$ cat src/rtl/tmci_pkg.sv
// constants, types and helpers of the timer mode, control and irq block
package tmci_pkg;

	// register byte offsets
	localparam logic [7:0] TMCI_OFS_CFG    = 8'h00;
	localparam logic [7:0] TMCI_OFS_MODE_A = 8'h04;
	localparam logic [7:0] TMCI_OFS_MODE_B = 8'h08;
	localparam logic [7:0] TMCI_OFS_CTL    = 8'h0C;
	localparam logic [7:0] TMCI_OFS_MASK   = 8'h18;
	localparam logic [7:0] TMCI_OFS_RAW    = 8'h1C;
	localparam logic [7:0] TMCI_OFS_MIS    = 8'h20;
	localparam logic [7:0] TMCI_OFS_CLR    = 8'h24;

	// width configuration values
	localparam logic [2:0] TMCI_CFG_32BIT = 3'h0;
	localparam logic [2:0] TMCI_CFG_RTC   = 3'h1;
	localparam logic [2:0] TMCI_CFG_16BIT = 3'h4;

	// mode register fields
	localparam int         TMCI_MODE_ALT  = 3;
	localparam int         TMCI_MODE_CMR  = 2;
	localparam logic [1:0] TMCI_MD_ONE    = 2'h1;
	localparam logic [1:0] TMCI_MD_PER    = 2'h2;
	localparam logic [1:0] TMCI_MD_CAP    = 2'h3;

	// control register fields, half b sits one stride above half a
	localparam int          TMCI_HALF_STRIDE = 8;
	localparam int          TMCI_CTL_EN      = 0;
	localparam int          TMCI_CTL_STALL   = 1;
	localparam int          TMCI_CTL_EVT     = 2;
	localparam int          TMCI_CTL_CLOCK_COUNT_ENABLE   = 4;
	localparam int          TMCI_CTL_OTE     = 5;
	localparam int          TMCI_CTL_INV     = 6;
	localparam logic [14:0] TMCI_CTL_WMASK   = 15'h6F7F;

	// capture edge selection
	localparam logic [1:0] TMCI_EDGE_RISE = 2'h0;
	localparam logic [1:0] TMCI_EDGE_FALL = 2'h1;
	localparam logic [1:0] TMCI_EDGE_BOTH = 2'h3;

	// interrupt bit positions, mask and raw share the layout
	localparam int          TMCI_IRQ_TO    = 0;
	localparam int          TMCI_IRQ_MATCH = 1;
	localparam int          TMCI_IRQ_EV    = 2;
	localparam int          TMCI_IRQ_RTC   = 3;
	localparam logic [10:0] TMCI_IRQ_VALID = 11'h70F;

	localparam logic [1:0] TMCI_RESP_OKAY   = 2'h0;
	localparam logic [1:0] TMCI_RESP_SLVERR = 2'h2;

	typedef enum logic [0:0] {TMCI_W_IDLE = 1'b0, TMCI_W_RESP = 1'b1} tmci_wst_t;
	typedef enum logic [0:0] {TMCI_R_IDLE = 1'b0, TMCI_R_DATA = 1'b1} tmci_rst_t;

	typedef struct packed {
		logic [2:0]       cfg;
		logic [1:0][3:0]  mode;
		logic [14:0]      ctl;
		logic [10:0]      mask;
		logic [10:0]      raw;
		logic             aw_have;
		logic [7:0]       aw_addr;
		logic             w_have;
		logic [31:0]      wdata;
		logic [3:0]       wstrb;
		logic             awready;
		logic             wready;
		tmci_wst_t        wst;
		logic [1:0]       bresp;
		logic             arready;
		tmci_rst_t        rst;
		logic [1:0]       rresp;
		logic [31:0]      rdata;
		logic [1:0]       run;
		logic [1:0]       one_shot;
		logic [1:0]       periodic;
		logic [1:0]       edge_count;
		logic [1:0]       edge_time;
		logic [1:0]       pwm_mode;
		logic [1:0]       edge_pulse;
		logic [1:0]       pwm_out;
		logic [1:0]       trig_out;
		logic             wide;
		logic             rtc_run;
		logic             irq;
	} tmci_state_t;

	localparam tmci_state_t TMCI_STATE_RST = '0;

	typedef struct packed {
		logic prev;
	} tmci_edge_t;

	function automatic logic [31:0] tmci_merge(input logic [31:0] old,
		input logic [31:0] d, input logic [3:0] strb);
		logic [31:0] r;
		r = old;
		for (int i = 0; i < 4; i++)
		begin
			if (strb[i])
				r[i*8 +: 8] = d[i*8 +: 8];
		end
		return r;
	endfunction

endpackage

$ cat src/rtl/tmci_edge_detect.sv
// capture pin edge detector with selectable edge
`timescale 1ns/1ps
module tmci_edge_detect
	import tmci_pkg::*;
(
	// clock and reset
	input  wire logic       aclk,
	input  wire logic       aresetn,
	// pin and selection
	input  wire logic       pin,
	input  wire logic [1:0] sel,
	input  wire logic       arm,
	// result
	output logic            hit
);
	tmci_edge_t s;
	tmci_edge_t next_s;
	logic       rise;
	logic       fall;

	always_comb
	begin
		next_s = s;
		next_s.prev = pin;
	end

	always_ff @(posedge aclk)
	begin
		if (!aresetn)
			s <= '0;
		else
			s <= next_s;
	end

	assign rise = pin && !s.prev;
	assign fall = !pin && s.prev;
	// the reserved selection matches nothing
	assign hit = arm && (((sel == TMCI_EDGE_RISE) && rise) ||
		((sel == TMCI_EDGE_FALL) && fall) ||
		((sel == TMCI_EDGE_BOTH) && (rise || fall)));

	property p_edge_rise;
		@(posedge aclk) disable iff (!aresetn)
		(arm && sel == TMCI_EDGE_RISE && !$past(pin) && pin) |-> hit;
	endproperty
	a_edge_rise: assert property (p_edge_rise)
		else $error("rising edge not detected");

	property p_edge_reserved;
		@(posedge aclk) disable iff (!aresetn)
		(sel == 2'h2) |-> !hit;
	endproperty
	a_edge_reserved: assert property (p_edge_reserved)
		else $error("reserved edge selection produced a hit");
endmodule

$ cat src/rtl/tmci_top.sv
// mode, control and interrupt logic of a dual 16-bit timer, axi4-lite slave
`timescale 1ns/1ps
module tmci_top
	import tmci_pkg::*;
(
	// clock and reset
	input  wire logic        aclk,
	input  wire logic        aresetn,
	// axi4-lite write address and data
	input  wire logic        s_axi_awvalid,
	output logic             s_axi_awready,
	input  wire logic [7:0]  s_axi_awaddr,
	input  wire logic [2:0]  s_axi_awprot,
	input  wire logic        s_axi_wvalid,
	output logic             s_axi_wready,
	input  wire logic [31:0] s_axi_wdata,
	input  wire logic [3:0]  s_axi_wstrb,
	// axi4-lite write response
	output logic             s_axi_bvalid,
	input  wire logic        s_axi_bready,
	output logic [1:0]       s_axi_bresp,
	// axi4-lite read
	input  wire logic        s_axi_arvalid,
	output logic             s_axi_arready,
	input  wire logic [7:0]  s_axi_araddr,
	input  wire logic [2:0]  s_axi_arprot,
	output logic             s_axi_rvalid,
	input  wire logic        s_axi_rready,
	output logic [31:0]      s_axi_rdata,
	output logic [1:0]       s_axi_rresp,
	// events from the counter datapath, index 0 half a, 1 half b
	input  wire logic [1:0]  timeout_in,
	input  wire logic [1:0]  match_in,
	input  wire logic        rtc_event_in,
	input  wire logic        debug_halt,
	// pins
	input  wire logic [1:0]  capture_pin,
	input  wire logic [1:0]  pwm_raw,
	output logic [1:0]       pwm_out,
	output logic [1:0]       trigger_out,
	// controls toward the counter datapath
	output logic [1:0]       half_run,
	output logic [1:0]       half_one_shot,
	output logic [1:0]       half_periodic,
	output logic [1:0]       half_edge_count,
	output logic [1:0]       half_edge_time,
	output logic [1:0]       half_pwm,
	output logic [1:0]       edge_pulse,
	output logic             wide_mode,
	output logic             rtc_run,
	// interrupt
	output logic             irq
);
	tmci_state_t s;
	tmci_state_t next_s;

	logic [1:0]  active;
	logic [1:0]  is_cap;
	logic [1:0]  is_one;
	logic [1:0]  is_per;
	logic [1:0]  is_pwm;
	logic [1:0]  hit;
	logic        wide_cfg;
	logic        wr_fire;
	logic [7:0]  wa;
	logic [32:0] wcur;
	logic [32:0] rcur;
	logic [31:0] wv;
	logic [10:0] clr;
	logic [10:0] set;

	// bit 32 flags a mapped offset
	function automatic logic [32:0] tmci_rd(input tmci_state_t st,
		input logic [7:0] a);
		logic [7:0] al;
		al = {a[7:2], 2'b00};
		if (al == TMCI_OFS_CFG)
			return {1'b1, 29'h0, st.cfg};
		else if (al == TMCI_OFS_MODE_A)
			return {1'b1, 28'h0, st.mode[0]};
		else if (al == TMCI_OFS_MODE_B)
			return {1'b1, 28'h0, st.mode[1]};
		else if (al == TMCI_OFS_CTL)
			return {1'b1, 17'h0, st.ctl};
		else if (al == TMCI_OFS_MASK)
			return {1'b1, 21'h0, st.mask};
		else if (al == TMCI_OFS_RAW)
			return {1'b1, 21'h0, st.raw};
		else if (al == TMCI_OFS_MIS)
			return {1'b1, 21'h0, st.raw & st.mask};
		else if (al == TMCI_OFS_CLR)
			return {1'b1, 32'h0};
		else
			return {1'b0, 32'h0};
	endfunction

	assign wide_cfg = (s.cfg != TMCI_CFG_16BIT);

	genvar g;
	generate
		for (g = 0; g < 2; g++)
		begin : g_half
			localparam int B = g * TMCI_HALF_STRIDE;
			// in a wide setting half b idles and half a runs the pair
			assign active[g] = s.ctl[B + TMCI_CTL_EN] &&
				((g == 0) || !wide_cfg);
			assign is_cap[g] = !s.mode[g][TMCI_MODE_ALT] &&
				(s.mode[g][1:0] == TMCI_MD_CAP);
			assign is_one[g] = !s.mode[g][TMCI_MODE_ALT] &&
				(s.mode[g][1:0] == TMCI_MD_ONE);
			assign is_per[g] = !s.mode[g][TMCI_MODE_ALT] &&
				(s.mode[g][1:0] == TMCI_MD_PER);
			assign is_pwm[g] = s.mode[g][TMCI_MODE_ALT] &&
				(s.mode[g][1:0] == TMCI_MD_PER);
			tmci_edge_detect u_edge (
				.aclk    (aclk),
				.aresetn (aresetn),
				.pin     (capture_pin[g]),
				.sel     (s.ctl[B + TMCI_CTL_EVT +: 2]),
				.arm     (active[g] && is_cap[g]),
				.hit     (hit[g])
			);
		end
	endgenerate

	always_comb
	begin
		next_s = s;
		wr_fire = 1'b0;
		wa = 8'h00;
		wcur = '0;
		rcur = '0;
		wv = 32'h0;
		clr = 11'h0;
		set = 11'h0;

		// write channel: address and data taken in either order
		if (s_axi_awvalid && s.awready)
		begin
			next_s.aw_have = 1'b1;
			next_s.aw_addr = s_axi_awaddr;
		end
		if (s_axi_wvalid && s.wready)
		begin
			next_s.w_have = 1'b1;
			next_s.wdata = s_axi_wdata;
			next_s.wstrb = s_axi_wstrb;
		end
		if (s.wst == TMCI_W_RESP && s_axi_bready)
			next_s.wst = TMCI_W_IDLE;
		wr_fire = next_s.aw_have && next_s.w_have &&
			(next_s.wst == TMCI_W_IDLE);
		if (wr_fire)
		begin
			wa = {next_s.aw_addr[7:2], 2'b00};
			wcur = tmci_rd(s, wa);
			wv = tmci_merge(wcur[31:0], next_s.wdata, next_s.wstrb);
			next_s.aw_have = 1'b0;
			next_s.w_have = 1'b0;
			next_s.wst = TMCI_W_RESP;
			next_s.bresp = wcur[32] ? TMCI_RESP_OKAY : TMCI_RESP_SLVERR;
			if (wa == TMCI_OFS_CFG)
				next_s.cfg = wv[2:0];
			else if (wa == TMCI_OFS_MODE_A)
				next_s.mode[0] = wv[3:0];
			else if (wa == TMCI_OFS_MODE_B)
				next_s.mode[1] = wv[3:0];
			else if (wa == TMCI_OFS_CTL)
				next_s.ctl = wv[14:0] & TMCI_CTL_WMASK;
			else if (wa == TMCI_OFS_MASK)
				next_s.mask = wv[10:0] & TMCI_IRQ_VALID;
			else if (wa == TMCI_OFS_CLR)
				clr = wv[10:0] & TMCI_IRQ_VALID;
		end
		next_s.awready = !next_s.aw_have && (next_s.wst == TMCI_W_IDLE);
		next_s.wready = !next_s.w_have && (next_s.wst == TMCI_W_IDLE);

		// read channel
		if (s.rst == TMCI_R_DATA && s_axi_rready)
			next_s.rst = TMCI_R_IDLE;
		if (s_axi_arvalid && s.arready)
		begin
			rcur = tmci_rd(s, s_axi_araddr);
			next_s.rst = TMCI_R_DATA;
			next_s.rdata = rcur[31:0];
			next_s.rresp = rcur[32] ? TMCI_RESP_OKAY : TMCI_RESP_SLVERR;
		end
		next_s.arready = (next_s.rst == TMCI_R_IDLE);

		// per-half decode and events
		for (int h = 0; h < 2; h++)
		begin
			next_s.run[h] = active[h] && !(debug_halt &&
				s.ctl[h*TMCI_HALF_STRIDE + TMCI_CTL_STALL]);
			next_s.one_shot[h] = is_one[h];
			next_s.periodic[h] = is_per[h];
			next_s.edge_count[h] = is_cap[h] &&
				!s.mode[h][TMCI_MODE_CMR];
			next_s.edge_time[h] = is_cap[h] &&
				s.mode[h][TMCI_MODE_CMR];
			next_s.pwm_mode[h] = is_pwm[h];
			next_s.edge_pulse[h] = hit[h];
			next_s.pwm_out[h] = pwm_raw[h] ^
				s.ctl[h*TMCI_HALF_STRIDE + TMCI_CTL_INV];
			next_s.trig_out[h] = timeout_in[h] && active[h] &&
				s.ctl[h*TMCI_HALF_STRIDE + TMCI_CTL_OTE];
			set[h*TMCI_HALF_STRIDE + TMCI_IRQ_TO] =
				timeout_in[h] && active[h] && !is_cap[h];
			set[h*TMCI_HALF_STRIDE + TMCI_IRQ_MATCH] =
				match_in[h] && active[h] && next_s.edge_count[h];
			set[h*TMCI_HALF_STRIDE + TMCI_IRQ_EV] =
				hit[h] && next_s.edge_time[h];
			// a one-shot or finished edge count drops its own enable
			if ((timeout_in[h] && active[h] && is_one[h]) ||
				set[h*TMCI_HALF_STRIDE + TMCI_IRQ_MATCH])
				next_s.ctl[h*TMCI_HALF_STRIDE + TMCI_CTL_EN] = 1'b0;
		end
		next_s.wide = wide_cfg;
		next_s.rtc_run = s.ctl[TMCI_CTL_CLOCK_COUNT_ENABLE] && active[0] &&
			(s.cfg == TMCI_CFG_RTC);
		set[TMCI_IRQ_RTC] = rtc_event_in && s.ctl[TMCI_CTL_CLOCK_COUNT_ENABLE];

		// a set in the cycle of its clear wins
		next_s.raw = (s.raw & ~clr) | set;
		next_s.irq = |(next_s.raw & next_s.mask);
	end

	always_ff @(posedge aclk)
	begin
		if (!aresetn)
			s <= TMCI_STATE_RST;
		else
			s <= next_s;
	end

	assign s_axi_awready = s.awready;
	assign s_axi_wready = s.wready;
	assign s_axi_bvalid = s.wst;
	assign s_axi_bresp = s.bresp;
	assign s_axi_arready = s.arready;
	assign s_axi_rvalid = s.rst;
	assign s_axi_rdata = s.rdata;
	assign s_axi_rresp = s.rresp;
	assign pwm_out = s.pwm_out;
	assign trigger_out = s.trig_out;
	assign half_run = s.run;
	assign half_one_shot = s.one_shot;
	assign half_periodic = s.periodic;
	assign half_edge_count = s.edge_count;
	assign half_edge_time = s.edge_time;
	assign half_pwm = s.pwm_mode;
	assign edge_pulse = s.edge_pulse;
	assign wide_mode = s.wide;
	assign rtc_run = s.rtc_run;
	assign irq = s.irq;

	property p_pwm_inv;
		@(posedge aclk) disable iff (!aresetn)
		s.ctl[TMCI_CTL_INV] && pwm_raw[0] |=> !pwm_out[0];
	endproperty
	a_pwm_inv: assert property (p_pwm_inv)
		else $error("pwm a not inverted");

	property p_trig_off;
		@(posedge aclk) disable iff (!aresetn)
		!s.ctl[TMCI_HALF_STRIDE + TMCI_CTL_OTE] |=> !trigger_out[1];
	endproperty
	a_trig_off: assert property (p_trig_off)
		else $error("trigger b driven while disabled");

	property p_stall;
		@(posedge aclk) disable iff (!aresetn)
		debug_halt && s.ctl[TMCI_CTL_STALL] |=> !half_run[0];
	endproperty
	a_stall: assert property (p_stall)
		else $error("half a counts while stalled");

	property p_enable;
		@(posedge aclk) disable iff (!aresetn)
		s.ctl[TMCI_CTL_EN] && !debug_halt |=> half_run[0];
	endproperty
	a_enable: assert property (p_enable)
		else $error("half a enabled but not running");

	property p_rtc;
		@(posedge aclk) disable iff (!aresetn)
		rtc_run |-> $past(s.ctl[TMCI_CTL_CLOCK_COUNT_ENABLE]);
	endproperty
	a_rtc: assert property (p_rtc)
		else $error("rtc runs without its enable");

	property p_mask_rsv;
		@(posedge aclk) disable iff (!aresetn)
		wr_fire && wa == TMCI_OFS_MASK |=> s.mask[7:4] == 4'h0;
	endproperty
	a_mask_rsv: assert property (p_mask_rsv)
		else $error("reserved mask bits written");

	property p_raw_set;
		@(posedge aclk) disable iff (!aresetn)
		timeout_in[0] && active[0] && !is_cap[0] |=> s.raw[0] ##1 1'b1;
	endproperty
	a_raw_set: assert property (p_raw_set)
		else $error("time-out raw bit not set");

	property p_clear;
		@(posedge aclk) disable iff (!aresetn)
		wr_fire && wa == TMCI_OFS_CLR && wv[TMCI_IRQ_RTC] && !rtc_event_in
			|=> !s.raw[TMCI_IRQ_RTC];
	endproperty
	a_clear: assert property (p_clear)
		else $error("raw bit survived its clear");

	property p_irq;
		@(posedge aclk) disable iff (!aresetn)
		irq |-> |(s.raw & s.mask);
	endproperty
	a_irq: assert property (p_irq)
		else $error("irq without unmasked raw bit");

	property p_one_shot;
		@(posedge aclk) disable iff (!aresetn)
		timeout_in[0] && active[0] && is_one[0] && !wr_fire
			|=> !s.ctl[TMCI_CTL_EN] ##1 !half_run[0];
	endproperty
	a_one_shot: assert property (p_one_shot)
		else $error("one-shot half a kept running");
endmodule

$ cat config.mk
export PLATFORM = sky130hd
export DESIGN_NAME = tmci_top
export DESIGN_NICKNAME = d
export VERILOG_FILES = /design/src/rtl/tmci_pkg.sv /design/src/rtl/tmci_edge_detect.sv /design/src/rtl/tmci_top.sv
export SDC_FILE = /design/constraint.sdc
export NUM_CORES = 1
export LEC_CHECK = 0
export ABC_AREA = 1
export BUFFER_PORTS_ARGS = -buffer_cell sky130_fd_sc_hd__buf_2
export CORE_MARGIN = 2
export CORE_UTILIZATION = 40
export DETAILED_ROUTE_END_ITERATION = 16
export PLACE_DENSITY = 0.75
export SLEW_MARGIN = 5
export SYNTH_ARGS = -nofsm -noshare
export SYNTH_HDL_FRONTEND = slang
export SYNTH_HIERARCHICAL = 1
export SYNTH_SLANG_ARGS = --single-unit
export TNS_END_PERCENT = 30
$ cat constraint.sdc
create_clock -name aclk -period 5.45 [get_ports aclk]
set_clock_uncertainty 0.1 [all_clocks]
set_input_delay 0.545 -clock aclk [delete_from_list [all_inputs] [get_ports aclk]]
set_output_delay 0.545 -clock aclk [all_outputs]
set_load 0.005 [all_outputs]
# Word-level counts from Yosys, hierarchy flattened
# Index checks and enable logic that the tools add are counted.
# word_totals
ff_bits,156
input_bits,75
wordCells,218
# classes
n_eq_ne,28
n_mux,43
n_bitwise,14
reduce_logical,93
# op_table
op,count
$mux W33,18
$mux W11,13
$logic_and A1 B1 Y1,57
$mux W37,1
$mux W35,1
$and A11 B11 Y11,3
$eq A6 B2 Y1 const B,4
$eq A6 B3 Y1 const B,4
$eq A6 B4 Y1 const B,4
$logic_not A1 Y1,15
$mux W7,2
$eq A2 B2 Y1 const B,6
$eq A6 B1 Y1 const B,2
$logic_not A6 Y1,2
$ne A6 B6 Y1 const B,2
$reduce_and A6 Y1,2
$not A11 Y11,1
$or A11 B11 Y11,1
$reduce_or A11 Y1,1
$mux W9,1
$eq A2 B1 Y1 const B,4
$logic_or A1 B1 Y1,8
$not A1 Y1,7
$reduce_and A5 Y1,1
11 further kinds,18

# Logic depth before layout (Yosys ltp)
# Gate-level depths: netlist of the first run.
# depth
depth_word,25
ltp_mapped,21
depth_no_buf,20

# Modules after synthesis
# The synthesis of the first run kept the hierarchy.
# by_module_without_submodules
module,instances,cells_each,area_each_um2,seq_area_each_um2
tmci_top,1,722,5280.1,2042.0
tmci_edge_detect,2,16,97.6,20.0

# Worst setup path before layout of the first run
# Ideal clock, no wire load.
# synth_path
path_type,input -> register
startpoint,input port s_axi_awvalid
endpoint,register s (netlist bit irq)
setup_time_ns,0.128
arrival_time_ns,2.063
required_ns,5.222
path_slack_ns,3.160
stages,16
path_buffers,2
cell_sequence,buf_6 nand2_8 nand2_1 nand2_2 nand2_2 nor2_4 nand2_4 nor3_4 buf_6 nand3_2 o21ai_2 a21oi_1 nor2_1 nand3_1 nor2_1 nor2_1
# synth_between
elab_chain_len,24
# synth_lines
item,line,rtl
"start, declared",tmci_top.sv:10,"input wire logic s_axi_awvalid,"
$logic_and A1 B1 Y1 *,tmci_top.sv:138,if (s_axi_awvalid && s.awready)
$mux W9 *,tmci_top.sv:138,
$eq A6 B4 Y1,tmci_top.sv:89,else if (al == TMCI_OFS_MIS)
$mux W33,tmci_top.sv:89,
$mux W33,tmci_top.sv:87,else if (al == TMCI_OFS_RAW)
$mux W33,tmci_top.sv:85,else if (al == TMCI_OFS_MASK)
$mux W33,tmci_top.sv:83,else if (al == TMCI_OFS_CTL)
$mux W33,tmci_top.sv:81,else if (al == TMCI_OFS_MODE_B)
[8 not listed],n/a,
$mux W11,tmci_top.sv:164,else if (wa == TMCI_OFS_MODE_A)
$mux W11,tmci_top.sv:162,if (wa == TMCI_OFS_CFG)
$mux W11,tmci_top.sv:153,if (wr_fire)
$not A11 Y11,tmci_top.sv:224,next_s.raw = (s.raw & ~clr) | set;
$and A11 B11 Y11,tmci_top.sv:224,
$or A11 B11 Y11,tmci_top.sv:224,
$and A11 B11 Y11 *,tmci_top.sv:225,next_s.irq = |(next_s.raw & next_s.mask);
$reduce_or A11 Y1 *,tmci_top.sv:225,
"end signal, assigned",tmci_top.sv:233,s <= next_s;
"end, declared",tmci_top.sv:54,tmci_state_t s;
# Mark *: on every way between the ends. The rest lies on a longest branch, timed or not. The select of a mux whose other input is x is not followed.
# A chain may end at the register's enable or synchronous reset.

# Final worst setup path of the first run
# layout_path
startpoint,register s (netlist bit s_axi_awready)
endpoint,register s (netlist bit irq)
# layout_between
elab_chain_len,24
# layout_lines
item,line
$logic_and A1 B1 Y1 *,tmci_top.sv:138
$mux W9 *,tmci_top.sv:138
$eq A6 B4 Y1,tmci_top.sv:89
$mux W33,tmci_top.sv:89
$mux W33,tmci_top.sv:87
$mux W33,tmci_top.sv:85
$mux W33,tmci_top.sv:83
$mux W33,tmci_top.sv:81
[8 not listed],n/a
$mux W11,tmci_top.sv:164
$mux W11,tmci_top.sv:162
$mux W11,tmci_top.sv:153
$not A11 Y11,tmci_top.sv:224
$and A11 B11 Y11,tmci_top.sv:224
$or A11 B11 Y11,tmci_top.sv:224
$and A11 B11 Y11 *,tmci_top.sv:225
$reduce_or A11 Y1 *,tmci_top.sv:225
# Marks and branches as above.

==> summary.txt, run 1 <==
STA
  – RSZ-0062 raised after global routing: false
  – Max Slew Vio Count: 0
  – Final setup viols: 0
  – Final period util: between 50% and 60%
  – Setup_tns: 0 ns
  – Tmin final: 2.94 ns
  – Final hold vios: 0
  – Slew @ Worst Pin: 0.719 ns
  – Final WS setup: around 2.5 ns
  – Slew headroom: 50.8%
  – Achievable clock frequency: around 340 MHz

Placed design
  – GPL Wtd Cong: between 0.9 and 1
  – Dpl ws: 2.40 ns
  – Input/output buffers: 84
  – DP Wirelength: 10400 µm

Clocking
  – Clock tree buffer depth: 2
  – Root buf cell: clkbuf_16
  – Worst-path clk slew: 0.07 ns
  – Clock sink total: roughly 100
  – TritonCTS clock tree: built
  – Post-CTS Resized: 0
  – Hold buffers post-CTS: 0
  – CTS Buf Count: 9
  – Worst skew pair latency: 0.35 ns
  – Post-CTS Setup Inserts: 0
  – H-Tree Depth: 3

Detailed routing
  – Antenna-violating nets left: 0
  – Routed WL: approximately 14000 µm
  – DR pass1 iterations: 6
  – Vias per Instance: between 4 and 5
  – Via count: 4834
  – DRC: 0
  – Initial drt markers: roughly 460
  – Routed wire length per instance: ~14 µm

Critical path
  – CP Class: flip-flop to flip-flop
  – Critical Path Fanout Max: 13
  – Bufs and invs on worst path: 0
  – WP data required: between 5 and 6 ns
  – Worst path top cell family by delay: simple AND/OR/NAND/NOR gates
  – Setup crit start kind: flip-flop
  – Most common cell on crit path: nor2_1
  – Critical path's slowest cell: dfxtp_1
  – CP endpoint kind: flip-flop
  – Crit path arrival time: 3.06 ns
  – Worst-path cell chain: nand3_1, nand2_4, nand2_8, nor2_4, nand2_4, nor3_4, a31oi_1, nand2_1, nand2_1, nor2_1, nand3_1, nor2_1, nor2_1
  – R2R setup slack: between 2 and 3 ns
  – Max incr delay on CP: about 0.62 ns

Die
  – I/O pin cnt: 137
  – Row cnt: 42
  – Core footprint: between 10000 and 15000 µm²
  – Die ar.: ~15000 µm²
  – Die width: ~120 µm
  – Starting Density: between 40% and 50%
  – Die height: around 120 µm

Global routing
  – Vias in the first global route: 4486
  – Largest net degree at the start of global routing: 50
  – Tot GR Track Use: between 15 and 20%
  – Grt total ovfl: 0
  – Initial antenna violation count: 0
  – Global-route wire length before repair: 22500 µm

Synth
  – Netlist Area Pre-Place: roughly 5500 µm²
  – YS warnings: 6
  – Post-synth EDFFs: 0
  – Avg Synthesized Cell Area: between 7 and 8 µm²
  – Area share of the largest cell type after synthesis: 38.0%
  – Most instantiated cells after synthesis: 130 x nand2_1, 104 x dfxtp_1, 96 x inv_1
  – Seq cells post-synth: approximately 100
  – Top-count cell post-synth: nand2_1
  – Async SR Flop Fraction: 0%
  – Yosys top cell by area: dfxtp_1
  – Ys flop type: dfxtp_1
  – Largest cells by area after synthesis: dfxtp_1 38%, nand2_1 8.9%, buf_4 7.4%, inv_1 6.6%, nor2_1 5.8%
  – Post-synthesis cell type count: between 40 and 50
  – Gate Count Post-Synth: around 750
  – Post-synthesis sequential area ratio: a little under two fifths

Finish
  – Final #Nets: 878
  – Biggest register: s
  – Final Util: 44.9%
  – # fillers: approximately 1400
  – P&R area growth vs syn: 9.14%
  – Largest register FFs: 60
  – Layout cells sized above 1: between 15 and 20%
  – Antenna diode count: 0

Status
  – Status: finished, final reports clean

Power
  – Maximum vdd drop: about 150 µV
  – Power per cell area: 279 nW/µm²
  – Total power: roughly 1.7 mW
  – Leak: 2.87 nW

Min path
  – Hold Crit Class: input pin to flip-flop

Job
  – Max-cap violation count: 0
-- stage by stage --
stage,instances,hold slack [ns],instance area (µm²)
after floorplan,774,0.321,5550
after global placement,964,0.336,5700
after CTS,980,0.313,5980
final,980,0.312,5980
after global routing,980,0.326,5980
after detailed placement,964,0.355,5700
-- where the power goes --
group | leakage, nW | switching, mW | internal (mW)
Sequential | 0.843 | 0.0132 | 0.783
Clock | 0.129 | 0.297 | 0.312
Combinational | 1.90 | 0.184 | 0.0812
-- per-layer routing --
metal / GRT usage, % / routed length (µm)
met5: 0 / 0
met4: 5.45 / 234
met3: 3.71 / 1180
met2: 30.3 / 6270
met1: 27.3 / 6290
-- worst reg2reg max path, delay by kind of cell, from the launching register on --
kind            cells  cell delay (ns)
simple gates       12             1.88
flops               1             0.62
compound gates      1             0.20
-- worst paths after layout --
kind,from,to,depth (start not counted)
max reg2reg,s_axi_awready$_SDFF_PN0_,irq$_SDFF_PN0_,13
max,s_axi_awready$_SDFF_PN0_,irq$_SDFF_PN0_,13
min,capture_pin[1],g_half[1].u_edge/s$_SDFF_PN0_,3
min reg2reg,s_axi_rresp[1]$_SDFFE_PN0P_,s_axi_rresp[1]$_SDFFE_PN0P_,2
-- placed cells by master, fill, tap and decap left out, drive strengths merged, types with 6 or more instances in the layout --
master,synthesis,final
a21oi,51,51
buf,62,85
clkbuf,9,10
conb,1,21
dfxtp,104,104
inv,103,105
mux2i,13,13
nand2,151,151
nand3,52,52
nand4,8,8
nor2,96,96
nor3,9,9
o211ai,6,6
o21ai,51,51
or2,9,9
-- cell families (layout without fill, tap and decap cells) --
family                     count (synthesis)  count (layout)  synth area share (%)
other                                      1              21                0.0685
and+or+nand+nor                          330             330                  29.1
adders and majority gates                  4               4                 0.914
muxes                                     13              13                  2.38
AOI/OAI and AO/OA                        126             126                  13.0
DFF                                      104             104                  38.0
xor gates and xnor gates                   2               2                 0.320
buffers and inverters                    174             204                  16.2
-- cell type report --
class                           count  area (µm²)  share of cell area (%)
Clock buffer                       10         229                    3.83
Tap cell                          176         220                    3.69
Inverter                          103         394                    6.60
Timing Repair Buffer               85         428                    7.16
Clock inverter                      6        42.5                   0.712
Sequential cell                   104        2080                    34.8
Multi-Input combinational cell    496        2580                    43.2
Note: power is estimated with default switching activity, not from simulation.
==> inputs of run 2 (changes only) <==
Settings changed: ABC_AREA 1 to 0.
Clock period 5.45 ns to 2.9 ns, I/O delays scaled along.
==> summary.txt, run 2 <==
Status
  – Status: finished, final reports clean

Synth
  – Avg Synthesized Cell Area: 8.66 µm² (+19%)
  – Top-count cell post-synth: dfxtp_1
  – Async SR Flop Fraction: 0% (unchanged)
  – Netlist Area Pre-Place: 5320 µm² (-2.9%)
  – Seq cells post-synth: 104 (unchanged)
  – Yosys top cell by area: dfxtp_1
  – Post-synthesis sequential area ratio: 39.1% (+1.1 points)
  – Post-synth EDFFs: 0 (unchanged)
  – Area share of the largest cell type after synthesis: 39.1% (+1.1 points)
  – Post-synthesis cell type count: 74 (+68%)
  – Ys flop type: dfxtp_1
  – Gate Count Post-Synth: 614 (-19%)
  – Largest cells by area after synthesis: dfxtp_1 39%, buf_4 7.8%, nor2_1 6.3%, mux2i_1 5.3%, a211oi_1 3.8%
  – Most instantiated cells after synthesis: 104 x dfxtp_1, 89 x nor2_1, 55 x buf_4
  – YS warnings: 6 (unchanged)

Critical path
  – WP data required: 3.08 ns (-2.49 ns)
  – R2R depth: 10 (-3)
  – Critical Path Fanout Max: 11 (-2)
  – Worst R2R Start: s_axi_awready$_SDFF_PN0_
  – Crit path arrival time: 2.86 ns (-0.20 ns)
  – R2R setup slack: 0.22 ns (-2.28 ns)
  – Setup crit start kind: flip-flop
  – CP endpoint kind: flip-flop
  – FF-to-FF End: irq$_SDFF_PN0_
  – CP Class: flip-flop to flip-flop
  – CP Launch Point: s_axi_awready$_SDFF_PN0_

STA
  – Hold_ws: 0.0641 ns (-0.248 ns)
  – Final period util: 92.3% (+38 points)
  – Achievable clock frequency: 373 MHz (+9.9%)
  – Slew headroom: 50.9% (+0.12 points)
  – Tmin final: 2.68 ns (-0.266 ns)
  – Final hold vios: 0 (unchanged)
  – Max Slew Vio Count: 0 (unchanged)
  – Slew @ Worst Pin: 0.729 ns (+0.0100 ns)
  – Final setup viols: 0 (unchanged)
  – RSZ-0062 raised after global routing: true
  – Final WS setup: 0.223 ns (-2.28 ns)

Finish
  – Biggest register: s
  – Final #Nets: 767 (-13%)
  – Largest register FFs: 60 (unchanged)
  – Commonest non-fill, non-tap cell in the layout: dfxtp_1
  – Commonest non-fill, non-tap cells in the layout: 104 x dfxtp_1, 89 x nor2_1, 84 x buf_2, 46 x nand2_1, 36 x buf_4
  – P&R area growth vs syn: 15.3%
  – Layout cells sized above 1: 23.4% (+4.0 points)
  – Antenna diode count: 0 (unchanged)
  – # fillers: 1287 (-6.9%)

Die
  – Row cnt: 42 (unchanged)
  – Core footprint: 13100 µm² (-1.2%)
  – I/O pin cnt: 137 (unchanged)
  – Die width: 119 µm (-1.4%)
  – Die height: 119 µm (-1.4%)
  – Die ar.: 14200 µm² (-2.8%)
  – Starting Density: 40.5% (-0.70 points)

Placed design
  – GPL Wtd Cong: 0.940 (+1.3%)
  – Dpl ws: 0.0798 ns (-2.32 ns)
  – Input/output buffers: 84 (unchanged)
  – DP Wirelength: 10500 µm (+0.45%)

Global routing
  – Largest net degree at the start of global routing: 46 (-8.0%)
  – Initial antenna violation count: 0 (unchanged)
  – Tot GR Track Use: 19.9% (+0.50 points)
  – Global-route wire length before repair: 22200 µm (-1.5%)
  – Grt total ovfl: 0 (unchanged)
  – Vias in the first global route: 4262 (-5.0%)

Detailed routing
  – Routed WL: 13900 µm (-0.47%)
  – Routed wire length per instance: 16.0 µm (+12%)
  – DR pass1 iterations: 5 (-1)
  – Met3 WL post-DR: 1240 µm (+4.7%)
  – Initial drt markers: 374 (-18%)
  – Antenna-violating nets left: 0 (unchanged)
  – Max Used Layer: met4
  – Vias per Instance: 5.39 (+9.3%)
  – Via count: 4685 (-3.1%)
  – DRC: 0 (unchanged)
  – Met1 wire length: 6180 µm (-1.6%)
  – Met2 wire len: 6240 µm (-0.46%)

Power
  – Total power: 3.17 mW (+90%)
  – Maximum vdd drop: 248 µV (+63%)
  – Leak: 2.60 nW (-9.5%)
  – Power per cell area: 517 nW/µm² (+85%)

Min path
  – Worst Hold Path Cells: 2 (-1)
  – Hold Crit Class: input pin to flip-flop
  – Hold endpoint: half_run[0]$_SDFF_PN0_
  – Hold Startpoint: debug_halt

Clocking
  – Worst-path clk slew: 0.07 ns (about the same)
  – Worst skew pair latency: 0.36 ns (about the same)
  – Clock tree buffer depth: 2 (unchanged)
  – Post-CTS Resized: 0 (unchanged)
  – Post-CTS Setup Inserts: 0 (unchanged)
  – TritonCTS clock tree: built
  – Root buf cell: clkbuf_16
  – H-Tree Depth: 3 (unchanged)
  – CTS Buf Count: 9 (unchanged)
  – Hold buffers post-CTS: 0 (unchanged)
  – Clock sink total: 104 (unchanged)

Job
  – Max-cap violation count: 0 (unchanged)
## run 2: changes by cell type after synthesis, moves of 10 or more
cell,delta
inv_1,-84
mux2i_1,+15
o21ai_0,-28
nand2_2,-12
a21oi_1,-20
nand2_1,-84
a211oi_1,+24
nand3_1,-40
and2_1,+13
a21o_1,+10
## run 2: metrics by stage
stage	setup TNS, ns	instances	util, %	cell area (µm²)
after detailed placement	0	853	44.4	5830
after global routing	-0.0117	869	46.7	6130
after floorplan	0	634	-	5390
final	0	869	46.7	6130
after CTS	0	869	46.6	6130
after global placement	0	853	44.4	5830
## run 2: per-layer routing
layer	vias up	GRT usage (%)
li1	2298	-
met1	2162	27.7
met2	206	30.7
met3	19	4.12
met4	0	6.84
met5	-	0
## run 2: worst max-delay path by stage
stage | to | slack (ns) | cells past startpoint
global placement | irq$_SDFF_PN0_ | 0.12 | 10
global route | irq$_SDFF_PN0_ | -0.01 | 10
floorplan | irq$_SDFF_PN0_ | 0.40 | 9
CTS | irq$_SDFF_PN0_ | 0.14 | 9
detailed placement | irq$_SDFF_PN0_ | 0.08 | 10
finish | irq$_SDFF_PN0_ | 0.22 | 10
## run 2: final cells by class
cell class,instances,area (µm²),share of cell area (%)
Clock buffer,12,246,4.02
Clock inverter,4,51.3,0.836
Inverter,12,45.0,0.734
Multi-Input combinational cell,439,2760,45.0
Sequential cell,104,2080,33.9
Tap cell,176,220,3.59
Timing Repair Buffer,122,731,11.9
## run 2: power by group
group	switching [mW]	internal, mW	total, mW
logic	0.264	0.182	0.446
registers	0.0237	1.47	1.49
clock network	0.538	0.695	1.23
total	0.826	2.34	3.17
## run 2: worst max-delay path: stages (launching register included)
cell	delay (ns)
dfxtp_1	0.35
buf_4	0.20
and4bb_1	0.28
nor2_2	0.10
nor3_4	0.45
and3_1	0.40
o22ai_1	0.14
nor4_1	0.19
a211oi_1	0.07
buf_4	0.14
a41oi_2	0.18
## run 2: cells by family (layout without fill, tap and decap cells)
family | after synthesis | in the layout | synth area share, %
other cells | 1 | 21 | 0.0705
flops | 104 | 104 | 39.1
xor+xnor | 2 | 2 | 0.329
fa+ha+maj | 4 | 4 | 0.941
buf+inv | 91 | 150 | 10.5
simple gates | 225 | 225 | 21.4
compound gates | 154 | 154 | 20.9
mux | 33 | 33 | 6.75
==> inputs of run 3 (changes only) <==
Settings changed: CORE_UTILIZATION 40 to 42, PLACE_DENSITY 0.75 to 0.78.
==> summary.txt, run 3 (synthesized netlist as in run 2, its figures left out) <==
Status
  – Status: finished, final reports clean

STA
  – Slew headroom: 48.3% (-2.7 points)
  – Max Slew Vio Count: 0 (unchanged)
  – Final WS setup: 0.133 ns (-0.0895 ns)
  – Slew @ Worst Pin: 0.769 ns (+0.0395 ns)
  – Setup_tns: 0 ns (unchanged)
  – Final period util: 95.4% (+3.1 points)
  – RSZ-0062 raised after global routing: false
  – Final setup viols: 0 (unchanged)
  – Final hold vios: 0 (unchanged)
  – Tmin final: 2.77 ns (+0.0895 ns)
  – Achievable clock frequency: 361 MHz (-3.2%)

Detailed routing
  – Via count: 4674 (-0.23%)
  – DRC: 0 (unchanged)
  – Vias per Instance: 5.40 (+0.11%)
  – Antenna-violating nets left: 0 (unchanged)
  – Routed WL: 13600 µm (-2.4%)
  – Initial drt markers: 373 (-0.27%)
  – DR pass1 iterations: 5 (unchanged)
  – Routed wire length per instance: 15.7 µm (-2.1%)

Placed design
  – GPL Wtd Cong: 0.932 (-0.86%)
  – Dpl ws: 0.158 ns (+0.0779 ns)
  – DP Wirelength: 10200 µm (-2.2%)
  – Input/output buffers: 84 (unchanged)
  – # placed instances: 850 (-0.35%)

Clocking
  – Clock tree buffer depth: 2 (unchanged)
  – TritonCTS clock tree: built
  – Worst skew pair latency: 0.35 ns (about the same)
  – CTS Buf Count: 9 (unchanged)
  – Root buf cell: clkbuf_16
  – Hold buffers post-CTS: 0 (unchanged)
  – Worst-path clk slew: 0.07 ns (about the same)
  – H-Tree Depth: 3 (unchanged)
  – Clock sink total: 104 (unchanged)

Finish
  – Largest register FFs: 60 (unchanged)
  – Commonest non-fill, non-tap cells in the layout: 104 x dfxtp_1, 89 x nor2_1, 84 x buf_2, 46 x nand2_1, 38 x buf_4
  – Commonest non-fill, non-tap cell in the layout: dfxtp_1
  – P&R area growth vs syn: 15.4% (about the same)
  – Final #Nets: 768 (+0.13%)
  – Post-route insts no fill: 866 (-0.35%)
  – Antenna diode count: 0 (unchanged)
  – Final Util: 49.2% (+2.5 points)
  – # fillers: 1182 (-8.2%)
  – Biggest register: s
  – Layout cells sized above 1: 23.5% (+0.11 points)

Global routing
  – Initial antenna violation count: 0 (unchanged)
  – Tot GR Track Use: 20.3% (+0.38 points)
  – Global-route wire length before repair: 21300 µm (-4.0%)
  – Vias in the first global route: 4142 (-2.8%)
  – Grt total ovfl: 0 (unchanged)
  – Largest net degree at the start of global routing: 48 (+4.3%)

Power
  – Psw: 861 µW (+4.3%)
  – Cell-internal power: 2.33 mW (-0.59%)
  – Share of power burned in registers: 46.7% (-0.3 points)
  – Logic pwr share: 13.7% (-0.4 points)
  – Clock power share: 39.7% (+0.8 points)
  – Power per cell area: 520 nW/µm² (+0.64%)
  – Switch share: 27.0% (+0.93 points)
  – Maximum vdd drop: 323 µV (+31%)
  – Leak: 2.60 nW (+0.22%)

Min path
  – Hold Crit Class: input pin to flip-flop

Critical path
  – Setup crit start kind: flip-flop
  – Crit path arrival time: 2.88 ns (+0.02 ns)
  – CP endpoint kind: flip-flop
  – FF-to-FF End: irq$_SDFF_PN0_
  – Critical path endpoint: irq$_SDFF_PN0_
  – Worst R2R Start: s_axi_awready$_SDFF_PN0_
  – R2R depth: 10 (unchanged)
  – CP Launch Point: s_axi_awready$_SDFF_PN0_
  – Critical Path Fanout Max: 4 (-7)
  – CP Class: flip-flop to flip-flop
  – WP data required: 3.01 ns (-0.07 ns)
  – R2R setup slack: 0.13 ns (-0.09 ns)

Die
  – Core footprint: 12500 µm² (-5.1%)
  – Die width: 117 µm (-2.3%)
  – Die ar.: 13600 µm² (-4.6%)
  – Row cnt: 41 (-2.4%)
  – Die height: 117 µm (-2.3%)
  – Starting Density: 42.7% (+2.2 points)
  – I/O pin cnt: 137 (unchanged)

Job
  – Max-cap violation count: 0 (unchanged)
-- run 3: layout make-up --
cell class,instances,area (µm²),area share [%]
clock buffer,9,225,3.67
clock inverter,7,90.1,1.47
inverter,12,45.0,0.734
multi-input combinational,439,2750,44.9
sequential,104,2080,33.9
tap,172,215,3.51
timing repair buffer,123,726,11.8
-- run 3: worst min path at each step --
stage	cells after the start	from	endpoint
detailed placement	1	s[107]$_SDFF_PN0_	s_axi_awready$_SDFF_PN0_
global placement	1	s[107]$_SDFF_PN0_	s_axi_awready$_SDFF_PN0_
floorplan	1	debug_halt	half_run[0]$_SDFF_PN0_
CTS	2	debug_halt	half_run[0]$_SDFF_PN0_
finish	2	debug_halt	half_run[0]$_SDFF_PN0_
global route	2	debug_halt	half_run[0]$_SDFF_PN0_
-- run 3: per-layer routing --
layer / global-route usage, % / up-vias / share of wire, %
li1: - / 2306 / -
met1: 28.1 / 2167 / 45
met2: 31.3 / 180 / 45
met3: 4.36 / 21 / 8.0
met4: 7.29 / 0 / 2.0
met5: 0 / - / 0
-- run 3: what timing repair did --
action	CTS	global route
setup endpoints to repair	0	1
gates resized for setup	0	1
setup buffers	0	0
-- run 3: per-stage QoR --
stage	instance area, µm²	hold WS (ns)	total power [mW]
4_1_cts	6140	0.0504	3.21
3_3_place_gp	5820	0.330	1.95
3_5_place_dp	5820	0.333	1.95
6_report	6140	0.0654	3.19
5_1_grt	6140	0.0705	3.31
2_1_floorplan	5390	0.285	1.82
-- run 3: critical path: stages (launching register included) --
cell      delay, ns
dfxtp_1        0.36
and2_4         0.18
nor2_2         0.05
or3_1          0.39
or4_1          0.67
buf_4          0.21
nor2_1         0.12
nor4_1         0.07
a211oi_1       0.20
buf_4          0.16
a41oi_2        0.11
-- run 3: power by group through the flow --
| stage | Sequential, mW | Clock, mW | Combinational [mW] |
|---|---|---|---|
| detailed placement | 1.52 | 0 | 0.428 |
| floorplan | 1.52 | 0 | 0.302 |
| CTS | 1.49 | 1.29 | 0.431 |
| finish | 1.49 | 1.27 | 0.436 |
| global route | 1.49 | 1.34 | 0.479 |
| global placement | 1.52 | 0 | 0.426 |
